[src/verilog/dlsc_defs.svh]
// Constants of the dual supply control register bank: offsets, fields, timing.
// Assumes a 20 MHz system clock; included by the package and the design files.
`ifndef DLSC_DEFS_SVH
`define DLSC_DEFS_SVH

// ----------------------------------------------------------------
// Bus address and register offsets
// ----------------------------------------------------------------
// Arbitrary value; the board selects the real one
`define DLSC_I2C_ADDR        7'h08
`define DLSC_REG_VSEL        8'h02
`define DLSC_REG_TPC         8'h03
`define DLSC_REG_CLC         8'h04
`define DLSC_DATA_RST        8'h00
`define DLSC_READ_NONE       8'h00

// ----------------------------------------------------------------
// Field positions (channel A nibble; channel B adds the shift)
// ----------------------------------------------------------------
`define DLSC_CH_B_SHIFT      4
`define DLSC_TONE_ON_BIT     0
`define DLSC_LOW_POWER_BIT   1
`define DLSC_KIND_BIT        2
`define DLSC_RANGE_BIT       0
`define DLSC_BOOST_BIT       1
`define DLSC_PULSED_OFF_BIT  2
`define DLSC_ON_LONG_BIT     3

// ----------------------------------------------------------------
// Timing
// ----------------------------------------------------------------
`define DLSC_CLK_HZ          20000000
`define DLSC_TONE_HZ         22000
`define DLSC_TONE_HALF_CYC   (`DLSC_CLK_HZ / (2 * `DLSC_TONE_HZ))
`define DLSC_TONE_W          9
`define DLSC_ON_LONG_MS      180
`define DLSC_ON_SHORT_MS     90
`define DLSC_ON_LONG_CYC     (`DLSC_ON_LONG_MS * (`DLSC_CLK_HZ / 1000))
`define DLSC_ON_SHORT_CYC    (`DLSC_ON_SHORT_MS * (`DLSC_CLK_HZ / 1000))
`define DLSC_TIMER_W         23

`endif

[src/verilog/dlsc_pkg.sv]
// Types of the dual supply control register bank.
// Assumes dlsc_defs.svh is on the include path.
`include "dlsc_defs.svh"

package dlsc_pkg;

  // ----------------------------------------------------------------
  // Serial slave states
  // ----------------------------------------------------------------
  typedef enum logic [8:0] {
    ST_IDLE  = 9'h001,
    ST_ADDR  = 9'h002,
    ST_ACKA  = 9'h004,
    ST_REG   = 9'h008,
    ST_ACKR  = 9'h010,
    ST_WDATA = 9'h020,
    ST_ACKW  = 9'h040,
    ST_RDATA = 9'h080,
    ST_RACK  = 9'h100
  } dlsc_state_type;

  // ----------------------------------------------------------------
  // Module state records
  // ----------------------------------------------------------------
  typedef struct packed {
    dlsc_state_type st;
    logic [3:0]     cnt;
    logic [7:0]     sh;
    logic [7:0]     ptr;
    logic           rw;
    logic           more;
    logic [7:0]     vsel;
    logic [7:0]     tpc;
    logic [7:0]     clc;
    logic           sda_oe;
    logic [1:0]     scl_s;
    logic [1:0]     sda_s;
    logic           scl_d;
    logic           sda_d;
    logic [1:0]     tin_a;
    logic [1:0]     tin_b;
    logic [1:0]     ovl_a;
    logic [1:0]     ovl_b;
  } dlsc_top_type;

  typedef struct packed {
    logic [`DLSC_TONE_W-1:0]  tone_cnt;
    logic                     phase;
    logic [`DLSC_TIMER_W-1:0] timer;
    logic                     tone_out;
    logic                     limit_on;
  } dlsc_chan_type;

endpackage

[src/verilog/dlsc_chan_if.sv]
// Per-channel settings from the register bank and results back from the channel.
// Assumes both ends run on the same clock.
`timescale 1ns/1ns

interface dlsc_chan_if;
  logic tone_on;
  logic kind;
  logic pulsed_off;
  logic on_long;
  logic tone_in;
  logic overload;
  logic tone_out;
  logic limit_on;

  modport ctl (output tone_on, output kind, output pulsed_off, output on_long,
               output tone_in, output overload, input tone_out, input limit_on);
  modport chn (input tone_on, input kind, input pulsed_off, input on_long,
               input tone_in, input overload, output tone_out, output limit_on);
endinterface

[src/verilog/dlsc_chan.sv]
// One supply channel: tone gating and pulsed output current limit timing.
// Assumes tone_in and overload already synchronised to clk.
`timescale 1ns/1ns
`include "dlsc_defs.svh"

module dlsc_chan #(
  parameter logic [`DLSC_TIMER_W-1:0] ON_LONG_CYC  = `DLSC_TIMER_W'(`DLSC_ON_LONG_CYC),
  parameter logic [`DLSC_TIMER_W-1:0] ON_SHORT_CYC = `DLSC_TIMER_W'(`DLSC_ON_SHORT_CYC)
) (
  // Clock and reset
  input  wire logic  clk,
  input  wire logic  reset_n,
  // Channel link
  dlsc_chan_if.chn   ch
);
  import dlsc_pkg::*;

  localparam logic [`DLSC_TONE_W-1:0] TONE_LAST = `DLSC_TONE_W'(`DLSC_TONE_HALF_CYC - 1);
  localparam dlsc_chan_type CHAN_RST = '0;

  dlsc_chan_type q;
  dlsc_chan_type d;

  assign ch.tone_out = q.tone_out;
  assign ch.limit_on = q.limit_on;

  // ----------------------------------------------------------------
  // Next state
  // ----------------------------------------------------------------
  always_comb begin
    d = q;
    // Free running carrier, so envelope bursts start at any point of its phase
    if (q.tone_cnt == TONE_LAST) begin
      d.tone_cnt = '0;
      d.phase    = ~q.phase;
    end else begin
      d.tone_cnt = q.tone_cnt + `DLSC_TONE_W'(1);
    end
    d.tone_out = ch.tone_on & (ch.kind ? ch.tone_in : (ch.tone_in & q.phase));
    if (ch.pulsed_off) begin
      d.timer    = '0;
      d.limit_on = ch.overload;
    end else if (q.timer != '0) begin
      d.timer    = q.timer - `DLSC_TIMER_W'(1);
      d.limit_on = 1'b1;
    end else if (ch.overload) begin
      // No off interval here: limit stays held while overload persists
      d.timer    = ch.on_long ? (ON_LONG_CYC - `DLSC_TIMER_W'(1)) : (ON_SHORT_CYC - `DLSC_TIMER_W'(1));
      d.limit_on = 1'b1;
    end else begin
      d.limit_on = 1'b0;
    end
  end

  always_ff @(posedge clk) begin
    if (!reset_n) begin
      q <= CHAN_RST;
    end else begin
      q <= d;
    end
  end
endmodule

[src/verilog/dlsc_top.sv]
// Dual supply control register bank reached over a two-wire serial slave.
// Assumes scl, sda and the channel pins are asynchronous; sda wire resolved outside.
`timescale 1ns/1ns
`include "dlsc_defs.svh"

module dlsc_top #(
  parameter logic [`DLSC_TIMER_W-1:0] ON_LONG_CYC  = `DLSC_TIMER_W'(`DLSC_ON_LONG_CYC),
  parameter logic [`DLSC_TIMER_W-1:0] ON_SHORT_CYC = `DLSC_TIMER_W'(`DLSC_ON_SHORT_CYC),
  parameter logic [6:0]               I2C_ADDR     = `DLSC_I2C_ADDR
) (
  // Clock and reset
  input  wire logic        clk,
  input  wire logic        reset_n,
  // Serial bus
  input  wire logic        scl,
  input  wire logic        sda_line,
  output logic             sda_drive,
  output logic             sda_oe,
  // Channel pins
  input  wire logic        tone_control_input_a,
  input  wire logic        tone_control_input_b,
  input  wire logic        overload_a,
  input  wire logic        overload_b,
  // Channel A controls
  output logic [3:0]       volt_code_a,
  output logic             tone_out_a,
  output logic             low_power_a,
  output logic             tone_input_kind_a,
  output logic             out_limit_range_a,
  output logic             boost_limit_sel_a,
  output logic             pulsed_limit_off_a,
  output logic             limit_on_a,
  // Channel B controls
  output logic [3:0]       volt_code_b,
  output logic             tone_out_b,
  output logic             low_power_b,
  output logic             tone_input_kind_b,
  output logic             out_limit_range_b,
  output logic             boost_limit_sel_b,
  output logic             pulsed_limit_off_b,
  output logic             limit_on_b
);
  import dlsc_pkg::*;

  localparam int B = `DLSC_CH_B_SHIFT;
  localparam dlsc_top_type TOP_RST = '{
    st: ST_IDLE, cnt: 4'h0, sh: 8'h00, ptr: 8'h00, rw: 1'b0, more: 1'b0,
    vsel: `DLSC_DATA_RST, tpc: `DLSC_DATA_RST, clc: `DLSC_DATA_RST, sda_oe: 1'b0,
    scl_s: 2'h3, sda_s: 2'h3, scl_d: 1'b1, sda_d: 1'b1,
    tin_a: 2'h0, tin_b: 2'h0, ovl_a: 2'h0, ovl_b: 2'h0};

  dlsc_top_type q;
  dlsc_top_type d;
  logic         scl_rise;
  logic         scl_fall;
  logic         start_seen;
  logic         stop_seen;
  logic         wr_en;
  logic [7:0]   nb;

  dlsc_chan_if ch_a();
  dlsc_chan_if ch_b();

  function automatic logic [7:0] rd_byte(input logic [7:0] a, input dlsc_top_type s);
    case (a)
      `DLSC_REG_VSEL: rd_byte = s.vsel;
      `DLSC_REG_TPC:  rd_byte = s.tpc;
      `DLSC_REG_CLC:  rd_byte = s.clc;
      default:        rd_byte = `DLSC_READ_NONE;
    endcase
  endfunction

  // ----------------------------------------------------------------
  // Bus events, from the second synchroniser stage only
  // ----------------------------------------------------------------
  assign scl_rise   = q.scl_s[1] & ~q.scl_d;
  assign scl_fall   = ~q.scl_s[1] & q.scl_d;
  assign start_seen = q.scl_s[1] & q.scl_d & q.sda_d & ~q.sda_s[1];
  assign stop_seen  = q.scl_s[1] & q.scl_d & ~q.sda_d & q.sda_s[1];
  assign nb         = rd_byte((q.st == ST_RACK) ? q.ptr + 8'h01 : q.ptr, q);

  // ----------------------------------------------------------------
  // Next state
  // ----------------------------------------------------------------
  always_comb begin
    d       = q;
    wr_en   = 1'b0;
    d.scl_s = {q.scl_s[0], scl};
    d.sda_s = {q.sda_s[0], sda_line};
    d.scl_d = q.scl_s[1];
    d.sda_d = q.sda_s[1];
    d.tin_a = {q.tin_a[0], tone_control_input_a};
    d.tin_b = {q.tin_b[0], tone_control_input_b};
    d.ovl_a = {q.ovl_a[0], overload_a};
    d.ovl_b = {q.ovl_b[0], overload_b};
    case (q.st)
      ST_ADDR, ST_REG, ST_WDATA: begin
        if (scl_rise && q.cnt != 4'h8) begin
          d.sh  = {q.sh[6:0], q.sda_s[1]};
          d.cnt = q.cnt + 4'h1;
        end else if (scl_fall && q.cnt == 4'h8) begin
          d.cnt = 4'h0;
          if (q.st == ST_ADDR) begin
            if (q.sh[7:1] == I2C_ADDR) begin
              d.st     = ST_ACKA;
              d.rw     = q.sh[0];
              d.sda_oe = 1'b1;
            end else begin
              d.st = ST_IDLE;
            end
          end else if (q.st == ST_REG) begin
            d.ptr    = q.sh;
            d.st     = ST_ACKR;
            d.sda_oe = 1'b1;
          end else begin
            wr_en    = 1'b1;
            d.ptr    = q.ptr + 8'h01;
            d.st     = ST_ACKW;
            d.sda_oe = 1'b1;
          end
        end
      end
      ST_ACKA, ST_ACKR, ST_ACKW: begin
        if (scl_fall) begin
          d.sda_oe = 1'b0;
          d.cnt    = 4'h0;
          if (q.st == ST_ACKA && q.rw) begin
            d.sh     = nb;
            d.st     = ST_RDATA;
            d.sda_oe = ~nb[7];
          end else if (q.st == ST_ACKA) begin
            d.st = ST_REG;
          end else begin
            d.st = ST_WDATA;
          end
        end
      end
      ST_RDATA: begin
        if (scl_rise) begin
          d.cnt = q.cnt + 4'h1;
        end else if (scl_fall && q.cnt == 4'h8) begin
          d.sda_oe = 1'b0;
          d.st     = ST_RACK;
        end else if (scl_fall) begin
          d.sda_oe = ~q.sh[3'(4'h7 - q.cnt)];
        end
      end
      ST_RACK: begin
        if (scl_rise) begin
          d.more = ~q.sda_s[1];
        end else if (scl_fall && q.more) begin
          d.ptr    = q.ptr + 8'h01;
          d.sh     = nb;
          d.cnt    = 4'h0;
          d.st     = ST_RDATA;
          d.sda_oe = ~nb[7];
        end else if (scl_fall) begin
          d.st = ST_IDLE;
        end
      end
      ST_IDLE: begin
      end
      default: begin
        d.st     = ST_IDLE;
        d.sda_oe = 1'b0;
      end
    endcase
    // Whole byte stored as sent, reserved bits included
    if (wr_en) begin
      case (q.ptr)
        `DLSC_REG_VSEL: d.vsel = q.sh;
        `DLSC_REG_TPC:  d.tpc  = q.sh;
        `DLSC_REG_CLC:  d.clc  = q.sh;
        default: begin
        end
      endcase
    end
    if (start_seen) begin
      d.st     = ST_ADDR;
      d.cnt    = 4'h0;
      d.sda_oe = 1'b0;
    end else if (stop_seen) begin
      d.st     = ST_IDLE;
      d.sda_oe = 1'b0;
    end
  end

  always_ff @(posedge clk) begin
    if (!reset_n) begin
      q <= TOP_RST;
    end else begin
      q <= d;
    end
  end

  // ----------------------------------------------------------------
  // Channels and outputs
  // ----------------------------------------------------------------
  assign ch_a.tone_on    = q.tpc[`DLSC_TONE_ON_BIT];
  assign ch_a.kind       = q.tpc[`DLSC_KIND_BIT];
  assign ch_a.pulsed_off = q.clc[`DLSC_PULSED_OFF_BIT];
  assign ch_a.on_long    = q.clc[`DLSC_ON_LONG_BIT];
  assign ch_a.tone_in    = q.tin_a[1];
  assign ch_a.overload   = q.ovl_a[1];
  assign ch_b.tone_on    = q.tpc[B + `DLSC_TONE_ON_BIT];
  assign ch_b.kind       = q.tpc[B + `DLSC_KIND_BIT];
  assign ch_b.pulsed_off = q.clc[B + `DLSC_PULSED_OFF_BIT];
  assign ch_b.on_long    = q.clc[B + `DLSC_ON_LONG_BIT];
  assign ch_b.tone_in    = q.tin_b[1];
  assign ch_b.overload   = q.ovl_b[1];

  dlsc_chan #(.ON_LONG_CYC(ON_LONG_CYC), .ON_SHORT_CYC(ON_SHORT_CYC)) u_chan_a (
    .clk(clk), .reset_n(reset_n), .ch(ch_a.chn));
  dlsc_chan #(.ON_LONG_CYC(ON_LONG_CYC), .ON_SHORT_CYC(ON_SHORT_CYC)) u_chan_b (
    .clk(clk), .reset_n(reset_n), .ch(ch_b.chn));

  // Open-drain: only ever pulls low
  assign sda_drive          = 1'b0;
  assign sda_oe             = q.sda_oe;
  assign volt_code_a        = q.vsel[3:0];
  assign volt_code_b        = q.vsel[7:4];
  assign tone_out_a         = ch_a.tone_out;
  assign tone_out_b         = ch_b.tone_out;
  // Low power is not blocked during tone; host keeps the two apart
  assign low_power_a        = q.tpc[`DLSC_LOW_POWER_BIT];
  assign low_power_b        = q.tpc[B + `DLSC_LOW_POWER_BIT];
  assign tone_input_kind_a  = q.tpc[`DLSC_KIND_BIT];
  assign tone_input_kind_b  = q.tpc[B + `DLSC_KIND_BIT];
  assign out_limit_range_a  = q.clc[`DLSC_RANGE_BIT];
  assign out_limit_range_b  = q.clc[B + `DLSC_RANGE_BIT];
  assign boost_limit_sel_a  = q.clc[`DLSC_BOOST_BIT];
  assign boost_limit_sel_b  = q.clc[B + `DLSC_BOOST_BIT];
  assign pulsed_limit_off_a = q.clc[`DLSC_PULSED_OFF_BIT];
  assign pulsed_limit_off_b = q.clc[B + `DLSC_PULSED_OFF_BIT];
  assign limit_on_a         = ch_a.limit_on;
  assign limit_on_b         = ch_b.limit_on;
endmodule

[config.mk]
export PLATFORM = sky130hd
export DESIGN_NAME = dlsc_top
export DESIGN_NICKNAME = d
export VERILOG_FILES = /design/src/verilog/dlsc_pkg.sv /design/src/verilog/dlsc_chan_if.sv /design/src/verilog/dlsc_chan.sv /design/src/verilog/dlsc_top.sv
export VERILOG_INCLUDE_DIRS = /design/src /design/src/verilog
export SDC_FILE = /design/constraint.sdc
export NUM_CORES = 1
export LEC_CHECK = 0
export CAP_MARGIN = 10
export CORE_ASPECT_RATIO = 1.75
export CORE_UTILIZATION = 52
export CTS_CLUSTER_SIZE = 12
export DETAILED_ROUTE_END_ITERATION = 12
export DONT_BUFFER_PORTS = 1
export PLACE_DENSITY = 0.77
export SLEW_MARGIN = 15
export SYNTH_ARGS = -nofsm -noshare
export SYNTH_HDL_FRONTEND = slang
export SYNTH_SLANG_ARGS = --single-unit
[constraint.sdc]
create_clock -name clk -period 5.3 [get_ports clk]
set_input_delay 1.59 -clock clk [delete_from_list [all_inputs] [get_ports clk]]
set_output_delay 1.59 -clock clk [all_outputs]
set_load 0.02 [all_outputs]
# Word-level counts from Yosys, hierarchy flattened
# Index checks and enable logic that the tools add are counted.
[word_totals]
input_bits = 8
elab_cells = 197
out_inout_bits = 24
register_bits = 140
[classes]
reduce_logical = 30
bitwise = 22
n_eq_ne = 43
order_cmp = 1
muxes = 65
n_addsub = 7
[op_table]
columns = ["operator", "n"]
rows = [
  ["23-bit two-way mux", 4],
  ["9-bit two-way mux", 9],
  ["8-bit one-hot mux with 3 select lines", 2],
  ["23-bit nonzero test", 2],
  ["23-bit by 1-bit subtractor with 23-bit output (second input constant)", 2],
  ["9-bit one-hot mux with 5 select lines", 1],
  ["22-bit two-way mux", 2],
  ["8-bit two-way mux", 5],
  ["8-bit by 2-bit equality test with 1-bit output (second input constant)", 4],
  ["29-bit two-way mux", 1],
  ["4-bit inequality test (second input constant)", 7],
  ["9-bit equality test (second input constant)", 3],
  ["1-bit two-way mux", 27],
  ["21-bit two-way mux", 1],
  ["20-bit two-way mux", 1],
  ["2-bit inequality test (second input constant)", 10],
  ["9-bit by 1-bit adder with 9-bit output (second input constant)", 2],
  ["6-bit AND reduction", 3],
  ["8-bit by 3-bit equality test with 1-bit output (second input constant)", 2],
  ["4-bit one-hot mux with 4 select lines", 1],
  ["8-bit one-hot mux with 2 select lines", 1],
  ["8-bit AND reduction", 2],
  ["13-bit two-way mux", 1],
  ["3-bit inequality test (second input constant)", 4],
  ["35 further kinds", 71],
]

# Depth between registers and ports, before layout
# Gate-level depths: netlist of the first run.
[logic_depth]
ltp_word = 9
mapped_depth = 10

# Modules after synthesis
# Synthesis of the first run repeated with hierarchy kept, for this count alone.
[unflattened]
cells_unflattened = 849
hier_area_um2 = 7612.3
[by_module_without_submodules]
columns = ["mod", "n_inst", "area_per_inst_um2", "seq_area_each_um2", "cells_each"]
rows = [
  ["dlsc_top", 1, 3911.3, 1401.3, 443],
  ["dlsc_chan", 2, 1850.5, 700.7, 203],
]

# Worst setup path after synthesis of the first run
# No wires, ideal clock.
[synth_timing]
path_kind = "flip-flop to flip-flop"
from = "register q[41] (netlist bit)"
to = "register q (netlist bit sda_oe)"
stages_incl_launch_ff = 11
arrival_time_ns = 2.675
setup_time_ns = 0.122
required_ns = 5.178
setup_slack_ns = 2.503
cell_sequence = "dfxtp_1 > clkbuf_1 > clkbuf_1 > inv_1 > ha_1 > or3b_2 > a2111oi_0 > o22a_1 > o22ai_1 > a211oi_1 > a21oi_1"
[synth_via]
elab_chain_cells = 8
word_cells_on_any_way = 12
classes_between = "add/sub: 1; eq/ne: 3; mux: 7; bitwise: 1"
[synth_lines]
columns = ["element", "line", "rtl"]
rows = [
  ["from (decl)", "dlsc_top.sv:52", "dlsc_top_type q;"],
  ["from (signal assigned)", "dlsc_top.sv:190", "q <= TOP_RST;"],
  ["from (signal assigned)", "dlsc_top.sv:192", "q <= d;"],
  ["8-bit by 1-bit adder with 8-bit output", "dlsc_top.sv:80", "assign nb = rd_byte((q.st == ST_RACK) ? q.ptr + 8'h01 : q.ptr, q);"],
  ["8-bit two-way mux *", "dlsc_top.sv:80", ""],
  ["8-bit by 3-bit equality test with 1-bit output or 8-bit by 2-bit equality test with 1-bit output (tied branches)", "dlsc_top.sv:65", "case (a)"],
  ["8-bit one-hot mux with 3 select lines *", "dlsc_top.sv:65", ""],
  ["1-bit NOT *", "dlsc_top.sv:130, dlsc_top.sv:156", ""],
  ["1-bit two-way mux, on equally long branches", "dlsc_top.sv:151, dlsc_top.sv:127", ""],
  ["1-bit two-way mux, on equally long branches", "dlsc_top.sv:149, dlsc_top.sv:124", ""],
  ["1-bit one-hot mux with 5 select lines *", "dlsc_top.sv:96", "case (q.st)"],
]
# Mark *: on every way between the ends. The rest lies on a longest branch, timed or not. The select of a mux whose other input is x is not followed.
# A chain may end at the register's enable or synchronous reset.

# Worst setup path after layout of the first run
[layout_timing]
from = "register q[41] (netlist bit)"
to = "register q[51] (netlist bit)"
[layout_via]
elab_chain_cells = 7
word_cells_on_any_way = 11
classes_between = "add/sub: 1; eq/ne: 3; mux: 7"
[layout_lines]
columns = ["element", "line"]
rows = [
  ["8-bit by 1-bit adder with 8-bit output", "dlsc_top.sv:80"],
  ["8-bit two-way mux *", "dlsc_top.sv:80"],
  ["8-bit by 3-bit equality test with 1-bit output or 8-bit by 2-bit equality test with 1-bit output (tied branches)", "dlsc_top.sv:65"],
  ["8-bit one-hot mux with 3 select lines *", "dlsc_top.sv:65"],
  ["20-bit two-way mux or 8-bit two-way mux (tied branches)", "dlsc_top.sv:151, dlsc_top.sv:127"],
  ["29-bit two-way mux or 21-bit two-way mux (tied branches)", "dlsc_top.sv:149, dlsc_top.sv:124"],
  ["8-bit one-hot mux with 3 select lines *", "dlsc_top.sv:96"],
]
# Marked as above.

==> results.yml, run 1 <==
status:
  status: "completed"
global_routing:
  overflow: 0
  track_usage: 0.252
  grt_max_degree: 29
  antenna_found_initial: 0
  grt_pass1_vias: 6021
  grt_pass1_wl_mm: 28.5
floorplan:
  core_area_sq_um: 13400
  initial_core_util: 0.531
  ios: 32
  rows: 56
  die_y_um: 157
  die_w_um: 90.3
  die_area_sq_um: 14100
route:
  routed-via-count: 6117
  wirelength_mm: 17.2
  first_pass_iters: 5
  wl_per_cell_um: 17.4
  drtIter0Drc: 463
  ant_nets: 0
  avgViaCountPerCell: 6.17
  drc: 0
pwr:
  pwr_density_cell_nw_per_um2: 473
  leakagePower_nw: 2.81
  ir_drop_mv: 0.212
cells_and_area:
  areaGrowthSynthToFinish_pct: 8.32
  drive_above_1_share: 0.0685
  finalNetCount: 824
  final_util: 0.575
  antenna_cells: 0
  fillers: 1208
synthesis:
  synth-async-reset-ratio: 0
  synth_nets: 853
  muxShareOfSynthArea: 0.0613
  synth_top_family_by_area: "simple AND/OR/NAND/NOR gates"
  yosys.area_share.simple: 0.260
  synth-seq-cells: 140
  avgSynthCellArea_sq_um: 8.52
  yosysTopAreaCell: "dfxtp_1"
  synth-xor-area-share: 0.0333
  synth_ff_type: "dfxtp_1"
  ys_top_cells_by_area: "dfxtp_1 39%, nor2_1 5.8%, mux2i_1 5.5%"
  synth-edff-count: 0
  synth_top_cell_area_share: 0.395
  yosysWarningCount: 0
  synth.yosys.seq_area_share: 0.395
  synth.distinct_cells: 74
  netlist_area_sq_um: 7100
  synth_compound_area_frac: 0.187
  netlist_instances: 834
  synthAdderAreaFrac: 0.0194
worst_hold_path:
  hp-class: "flop to flop"
sta:
  final.period_utilization: 0.612
  fmax_mhz: 308
  hold_ws_ps: 405
  slew_headroom: 0.222
  fin_tns_setup_ps: 0
  drv_slew: 0
  worst_clock_skew_ps: 10.3
  setup_viol_count_final: 0
  worst_pin_slew_ps: 1160
  rsz0062_at_grt: "false"
  fin_crit_ps: 3240
  hold_violations: 0
place:
  dp_hpwl_mm: 12.2
  finalWeightedCongestion: 0.930
  port_buffers: 0
clock_tree:
  clk_latency_ps: 420
  cts_tree: "yes"
  cts_setup_buffers: 0
  cts_root_buf: "clkbuf_16"
  numCtsBuffers: 17
  path_clk_slew_ps: 70
  cts-hold-fix-buffers: 0
  clk_path_buf_depth: 2
  clock-sinks: 140
  h-tree-depth: 4
  cts_resized: 0
setup_path:
  required_ps: 5630
  startpoint_type: "flop"
  cp.arrival_ps: 3570
  cp_max_fo: 17
  worst-setup-path-type: "flop to flop"
  end_kind: "flop"
run:
  cap_violations: 0
per-layer routing:
metal,track usage,vias to the layer above,wire (um)
met1,0.255,2908,6620
met2,0.479,155,9190
li1,-,2996,-
met4,0.141,0,746
met5,0,-,0
met3,0.0496,58,666
power breakdown:
group	leakage, nW	switching (W)	internal (W)
combinational	1.38	0.000605	0.000426
sequential	1.14	0.000191	0.00122
clock	0.297	0.000519	0.000675
cell usage after synthesis, types with 3 or more instances:
cell type and number:
buf_4 10, a21boi_0 3, nand3b_1 3, and4_1 7, a2bb2oi_1 10, and3_1 10, nand4_1 13, buf_2 6
ha_1 11, or4b_2 4, or2_2 5, o21ai_1 5, o31ai_1 4, a311oi_1 5, a21oi_1 47, nand3_1 28
nor4b_1 3, mux2i_1 39, nor4_1 16, a211oi_1 33, or4_1 8, nand2b_1 19, and2_1 13, nand2_1 40
nor3b_1 6, o21ai_0 31, nor2_1 110, xor2_1 18, nor3_1 26, nor2b_1 11, xnor2_1 9, o21a_1 4
a22oi_1 8, dfxtp_1 140, inv_1 20, o22ai_1 10, a211o_1 6, or3_1 13, clkbuf_1 30
layout make-up:
cell class / instances / area (sq um) / area share
clock buffers: 17 / 425 / 0.0553
clock inverters: 15 / 171 / 0.0223
inverters: 21 / 78.8 / 0.0102
multi-input cells: 624 / 3990 / 0.519
flip-flops and latches: 140 / 2800 / 0.364
well taps: 174 / 218 / 0.0283
repair buffers: 1 / 7.51 / 0.000976
cells in the final DEF (no fill, tap or decap), types with 6 or more instances in the layout:
| cell | n |
|---|---|
| or3_1 | 13 |
| inv_8 | 6 |
| o22ai_1 | 10 |
| and2_1 | 13 |
| ha_1 | 11 |
| nor2b_1 | 11 |
| or4_1 | 8 |
| and3_1 | 10 |
| nor3_1 | 26 |
| nor4_1 | 16 |
| nand2b_1 | 19 |
| o21ai_0 | 31 |
| mux2i_1 | 39 |
| inv_1 | 20 |
| a211o_1 | 6 |
| a21oi_1 | 47 |
| a211oi_1 | 33 |
| xor2_1 | 18 |
| nand4_1 | 13 |
| nand3_1 | 28 |
| nor2_1 | 110 |
| clkbuf_16 | 17 |
| xnor2_1 | 9 |
| a22oi_1 | 8 |
| and4_1 | 7 |
| a2bb2oi_1 | 10 |
| dfxtp_1 | 140 |
| nand2_1 | 40 |
critical path, cell delays in order, from the launching register on:
cell and delay (ps):
dfxtp_1 680, inv_1 130, ha_1 370, or3b_2 440, a2111oi_0 700, o21ai_1 420, a2bb2oi_1 230, o22ai_1 180
final timing paths:
kind,from,to,slack [ps],cells past startpoint
setup reg to reg,q[41],q[51],2060,7
hold / removal,d[11],d[8],410,1
setup / recovery,q[41],q[51],2060,7
hold reg to reg,d[11],d[8],410,1
flip-flops by register name, indices dropped and copies added (netlist names), 4 cells and up:
name	cells
q	35
u_chan_a.q	33
u_chan_b.q	33
d	8
volt_code_a	4
volt_code_b	4
cells by family (layout without fill, tap and decap cells):
| kind of cell | count (synthesis) | in the layout |
|---|---|---|
| muxes | 41 | 41 |
| other | 1 | 1 |
| DFF | 140 | 140 |
| adders and majority gates | 11 | 11 |
| buffers and inverters | 70 | 54 |
| xor gates and xnor gates | 27 | 27 |
| AOI/OAI and AO/OA | 197 | 197 |
| and+or+nand+nor | 347 | 347 |
metrics by stage:
step                cells  setup slack, ps  power (W)  cell area, sq um
global route          992             1860    0.00386              7690
floorplan             834             2500    0.00224              7100
finish                992             2060    0.00364              7690
CTS                   992             2170    0.00365              7690
global placement      960             2210    0.00242              7100
detailed placement    960             2190    0.00245              7100
Power figures use the tool's default switching activity.
==> inputs of run 2 (changes only) <==
--- a/config.mk
+++ b/config.mk
@@ -6,6 +6,7 @@
 export SDC_FILE = /design/constraint.sdc
 export NUM_CORES = 1
 export LEC_CHECK = 0
+export ABC_AREA = 1
 export CAP_MARGIN = 10
 export CORE_ASPECT_RATIO = 1.75
 export CORE_UTILIZATION = 52
==> constraint.sdc (replaced) <==
create_clock -name clk -period 3.1 [get_ports clk]
set_input_delay 0.93 -clock clk [delete_from_list [all_inputs] [get_ports clk]]
set_output_delay 0.93 -clock clk [all_outputs]
set_load 0.02 [all_outputs]
==> results.yml, run 2 <==
status:
  status: "completed"
synthesis:
  synth-xor-area-share: 0.0291
  synth_top_family_by_area: "simple AND/OR/NAND/NOR gates"
  synth.distinct_cells: 53
  synth-async-reset-ratio: 0
  netlist_instances: 1028
  synth_compound_area_frac: 0.165
  synth_nets: 1047
  synth_top_cell_area_share: 0.388
  synth.most_common_cell: "nand2_1"
  synth-edff-count: 0
  synth_ff_type: "dfxtp_1"
  ys_top_cells_by_area: "dfxtp_1 39%, nand2_1 8.5%, inv_1 7.7%"
  synthAdderAreaFrac: 0.0190
  yosysTopAreaCell: "dfxtp_1"
  yosys.area_share.simple: 0.290
  synth-seq-cells: 140
  netlist_area_sq_um: 7230
  synth_common_cells: "163 x nand2_1, 148 x inv_1, 140 x dfxtp_1, 131 x nor2_1, 84 x a21oi_1"
  avgSynthCellArea_sq_um: 7.03
  yosysWarningCount: 0
  muxShareOfSynthArea: 0
  synth.yosys.seq_area_share: 0.388
route:
  wirelength_mm: 18.1
  first_pass_iters: 5
  drc: 0
  routed-via-count: 6745
  drtIter0Drc: 536
  avgViaCountPerCell: 5.58
  ant_nets: 0
  wl_per_cell_um: 15.0
sta:
  setup_viol_count_final: 0
  slew_headroom: 0.559
  rsz0062_at_grt: "false"
  hold_ws_ps: 415
  setup_slack_ps: 467
  fin_tns_setup_ps: 0
  hold_violations: 0
  worst_clock_skew_ps: 8.87
  final.period_utilization: 0.849
  fmax_mhz: 380
  drv_slew: 0
  fin_crit_ps: 2630
  worst_pin_slew_ps: 660
global_routing:
  grt_pass1_vias: 6496
  overflow: 0
  antenna_found_initial: 0
  grt_pass1_wl_mm: 29.8
  grt_max_degree: 56
  track_usage: 0.262
worst_hold_path:
  min_to: "ch_a.overload"
  min_from: "d[3]"
  hold_depth: 2
  hp-class: "flop to flop"
floorplan:
  die_w_um: 91.1
  rows: 56
  die_y_um: 158
  core_area_sq_um: 13500
  initial_core_util: 0.537
  die_area_sq_um: 14400
  ios: 32
setup_path:
  path_cells: "inv_1 -> ha_1 -> nand3_1 -> nor2_1 -> inv_1 -> nor2_1 -> nand4_1 -> o21ai_0 -> a21oi_1"
  cp_max_fo: 16
  reg2regPathDepth: 9
  cp.arrival_ps: 2910
  startpoint: "q[57]"
  worst-setup-path-type: "flop to flop"
  cpPeakStageDelay_ps: 570
  required_ps: 3380
  end_kind: "flop"
  startpoint_type: "flop"
  timing.rr.start: "q[57]"
  cpMaxStageDelayCell: "nand4_1"
  r2r_slack_ps: 470
  r2r-end: "ch_b.on_long"
pwr:
  leakagePower_nw: 3.40
  ir_drop_mv: 0.347
  pwr_density_cell_nw_per_um2: 881
clock_tree:
  path_clk_slew_ps: 60
  clk_latency_ps: 420
  cts_root_buf: "clkbuf_16"
  cts_resized: 0
  cts-hold-fix-buffers: 0
  clk_path_buf_depth: 2
  numCtsBuffers: 17
  clock-sinks: 140
  cts_tree: "yes"
  cts_setup_buffers: 0
  h-tree-depth: 4
place:
  port_buffers: 0
  pre_cts_ws_ps: 535
  dp_hpwl_mm: 13.3
  finalWeightedCongestion: 0.926
cells_and_area:
  reg_top3: "q (35), u_chan_a.q (33), u_chan_b.q (33)"
  drive_above_1_share: 0.0861
  layout_commonest_cell: "nand2_1"
  finalNetCount: 1040
  antenna_cells: 0
  areaGrowthSynthToFinish_pct: 9.00
  layout_common_cells: "163 x nand2_1, 148 x inv_1, 140 x dfxtp_1, 131 x nor2_1, 84 x a21oi_1"
  largest_reg_flops: 35
  regMostFlops: "q"
run:
  cap_violations: 0
[run 2: power breakdown]
part | switching [W] | total (W) | internal, W
Clock | 0.000807 | 0.00200 | 0.00119
Sequential | 0.000367 | 0.00249 | 0.00212
Combinational | 0.00161 | 0.00245 | 0.000840
Total | 0.00278 | 0.00694 | 0.00416
[run 2: worst max-delay path, delay by kind of cell, from the launching register on]
family / cells / cell delay (ps)
AO/OA/AOI/OAI: 2 / 490
adder cells (fa/ha/maj): 1 / 150
buffers and inverters: 2 / 260
flip-flops: 1 / 410
AND/OR/NAND/NOR: 4 / 1190
[run 2: cell families after synthesis]
kind of cell,Yosys count
AND/OR/NAND/NOR,451
AO/OA/AOI/OAI,211
flip-flops,140
XOR/XNOR,24
adder cells (fa/ha/maj),11
other,1
buffers and inverters,190
[run 2: layer usage]
metal,vias to the layer above,track usage,share of wire
met4,0,0.193,0.064
met1,3079,0.246,0.36
met2,224,0.494,0.53
li1,3347,-,-
met3,95,0.0567,0.046
met5,-,0,0
[run 2: per-stage QoR]
stage	std cells	area, sq um	utilization	total power [W]
after global placement	1176	7300	0.543	0.00484
after detailed placement	1176	7300	0.543	0.00489
final	1208	7880	0.586	0.00694
after CTS	1208	7880	0.586	0.00693
after floorplan	1028	7230	-	0.00435
after global routing	1208	7880	0.586	0.00739
[run 2: final cells by class]
cell class                      instances  area, sq um
Fill cell                            1281         5570
Tap cell                              174          218
Multi-Input combinational cell        698         3640
Inverter                              158          601
Timing Repair Buffer                    6         45.0
Clock inverter                         12          138
Sequential cell                       140         2800
Clock buffer                           20          437
[run 2: worst max-delay path by stage]
| stage | slack [ps] | end | cells past startpoint |
|---|---|---|---|
| floorplan | 1020 | u_chan_a.q[22] | 6 |
| global placement | 700 | ch_a.on_long | 9 |
| detailed placement | 540 | ch_b.on_long | 9 |
| CTS | 500 | pulsed_limit_off_b | 9 |
| global route | 130 | ch_a.on_long | 9 |
| finish | 470 | ch_b.on_long | 9 |
==> inputs of run 3 (changes only) <==
--- a/config.mk
+++ b/config.mk
@@ -13,7 +13,7 @@
 export CTS_CLUSTER_SIZE = 12
 export DETAILED_ROUTE_END_ITERATION = 12
 export DONT_BUFFER_PORTS = 1
-export PLACE_DENSITY = 0.77
+export PLACE_DENSITY = 0.8
 export SLEW_MARGIN = 15
 export SYNTH_ARGS = -nofsm -noshare
 export SYNTH_HDL_FRONTEND = slang
==> constraint.sdc (replaced) <==
create_clock -name clk -period 2.32 [get_ports clk]
set_input_delay 0.696 -clock clk [delete_from_list [all_inputs] [get_ports clk]]
set_output_delay 0.696 -clock clk [all_outputs]
set_load 0.02 [all_outputs]
==> results.yml, run 3 (synthesis gave the netlist of run 2 again) <==
place:
  placed_area_sq_um: 7450
  finalWeightedCongestion: 1.00
  dp_hpwl_mm: 13.5
  place_inst: 1195
  port_buffers: 0
cells_and_area:
  reg_top3: "q (35), u_chan_a.q (33), u_chan_b.q (33)"
  areaGrowthSynthToFinish_pct: 11.6
  drive_above_1_share: 0.114
  finalNetCount: 1065
  regMostFlops: "q"
  largest_reg_flops: 35
  final_cells: 1233
  design_area_sq_um: 8070
  antenna_cells: 0
  layout_common_cells: "163 x nand2_1, 148 x inv_1, 138 x dfxtp_1, 130 x nor2_1, 84 x a21oi_1"
  layout_commonest_cell: "nand2_1"
clock_tree:
  numCtsBuffers: 17
  cts_root_buf: "clkbuf_16"
  path_clk_slew_ps: 60
  cts_tree: "yes"
  h-tree-depth: 4
  clk_path_buf_depth: 2
  cts-hold-fix-buffers: 0
  clock-sinks: 140
  clk_latency_ps: 420
setup_path:
  required_ps: 2660
  end_kind: "flop"
  worst-setup-path-type: "flop to flop"
  cp.arrival_ps: 2480
  cpPeakStageDelay_ps: 380
  path_common_cell: "nand2_1"
  cp_max_fo: 7
  path_cells: "ha_2 -> nand3_1 -> o21ai_0 -> nand2_1 -> nand2_1 -> nand2_1 -> nor2_4 -> nand2_2 -> inv_2 -> nand2_1 -> o21ai_0 -> o21ai_1 -> a21oi_1"
  startpoint_type: "flop"
  cpMaxStageDelayCell: "dfxtp_2"
floorplan:
  die_w_um: 91.1
  die_area_sq_um: 14400
  rows: 56
  die_y_um: 158
  core_area_sq_um: 13500
  initial_core_util: 0.537
  ios: 32
global_routing:
  overflow: 0
  grt_max_degree: 56
  grt_pass1_wl_mm: 30.1
  track_usage: 0.263
  grt_pass1_vias: 6563
  antenna_found_initial: 0
sta:
  final.period_utilization: 0.923
  drv_slew: 0
  slew_headroom: 0.552
  fmax_mhz: 467
  fin_crit_ps: 2140
  worst_clock_skew_ps: 9.31
  worst_pin_slew_ps: 671
  hold_violations: 0
  setup_viol_count_final: 0
pwr:
  ir_drop_mv: 0.505
  pwr_density_cell_nw_per_um2: 1160
  leakagePower_nw: 3.51
  totalPowerFinal_w: 0.00937
route:
  drc: 0
  wl_per_cell_um: 14.9
  avgViaCountPerCell: 5.54
  routed-via-count: 6836
  drtIter0Drc: 403
  wirelength_mm: 18.4
  ant_nets: 0
  first_pass_iters: 6
run:
  cap_violations: 0
worst_hold_path:
  hp-class: "input pin to flop"
status:
  status: "completed"
-- run 3: changes by cell type in the layout (fill, tap and decap cells not counted), sizes merged --
cell    change
clkinv      +1
clkbuf      -3
inv         +4
bufinv      -2
buf        +25
-- run 3: path summary, 6_finish.rpt --
check / startpoint / to / slack (ps) / cells past startpoint
setup / recovery: q[41] / q[49] / 180 / 13
hold reg to reg: d[11] / d[8] / 410 / 1
setup reg to reg: q[41] / q[49] / 180 / 13
hold / removal: reset_n / d[5] / 370 / 2
-- run 3: timing repair --
| item | 4_1_cts | 5_1_grt |
|---|---|---|
| resized for setup | 0 | 4 |
| setup buffers | 0 | 6 |
| setup endpoints to repair | 0 | 12 |
-- run 3: per-stage QoR --
stage / utilization / worst slack (ps) / hold slack (ps) / TNS, ps
4_1_cts: 0.595 / 81.7 / 341 / 0
2_1_floorplan: - / 347 / 390 / 0
5_1_grt: 0.600 / -27.7 / 365 / -27.7
3_3_place_gp: 0.554 / 141 / 397 / 0
6_report: 0.600 / 178 / 373 / 0
3_5_place_dp: 0.554 / 99.4 / 401 / 0
-- run 3: routing by layer --
| metal | part of all wire | up-vias | global-route usage |
|---|---|---|---|
| li1 | - | 3397 | - |
| met1 | 0.37 | 3136 | 0.247 |
| met2 | 0.52 | 209 | 0.502 |
| met3 | 0.045 | 94 | 0.0514 |
| met4 | 0.065 | 0 | 0.190 |
| met5 | 0 | - | 0 |
-- run 3: power by group --
part | internal [W] | switching, W | total (W)
Sequential | 0.00284 | 0.000451 | 0.00329
Combinational | 0.00131 | 0.00221 | 0.00352
Clock | 0.00140 | 0.00115 | 0.00256
-- run 3: area by class of cell --
| class | instances | area, sq um |
|---|---|---|
| clock buffers | 17 | 425 |
| clock inverters | 15 | 131 |
| fillers | 1224 | 5380 |
| inverters | 158 | 601 |
| multi-input cells | 698 | 3640 |
| flip-flops and latches | 140 | 2810 |
| well taps | 174 | 218 |
| repair buffers | 31 | 245 |
-- run 3: critical path: cells and delay by family, from the launching register on --
| kind | cells | cell delay, ps |
|---|---|---|
| compound gates | 4 | 540 |
| fa+ha+maj | 1 | 230 |
| simple gates | 7 | 750 |
| flops | 1 | 380 |
| buf+inv | 1 | 150 |
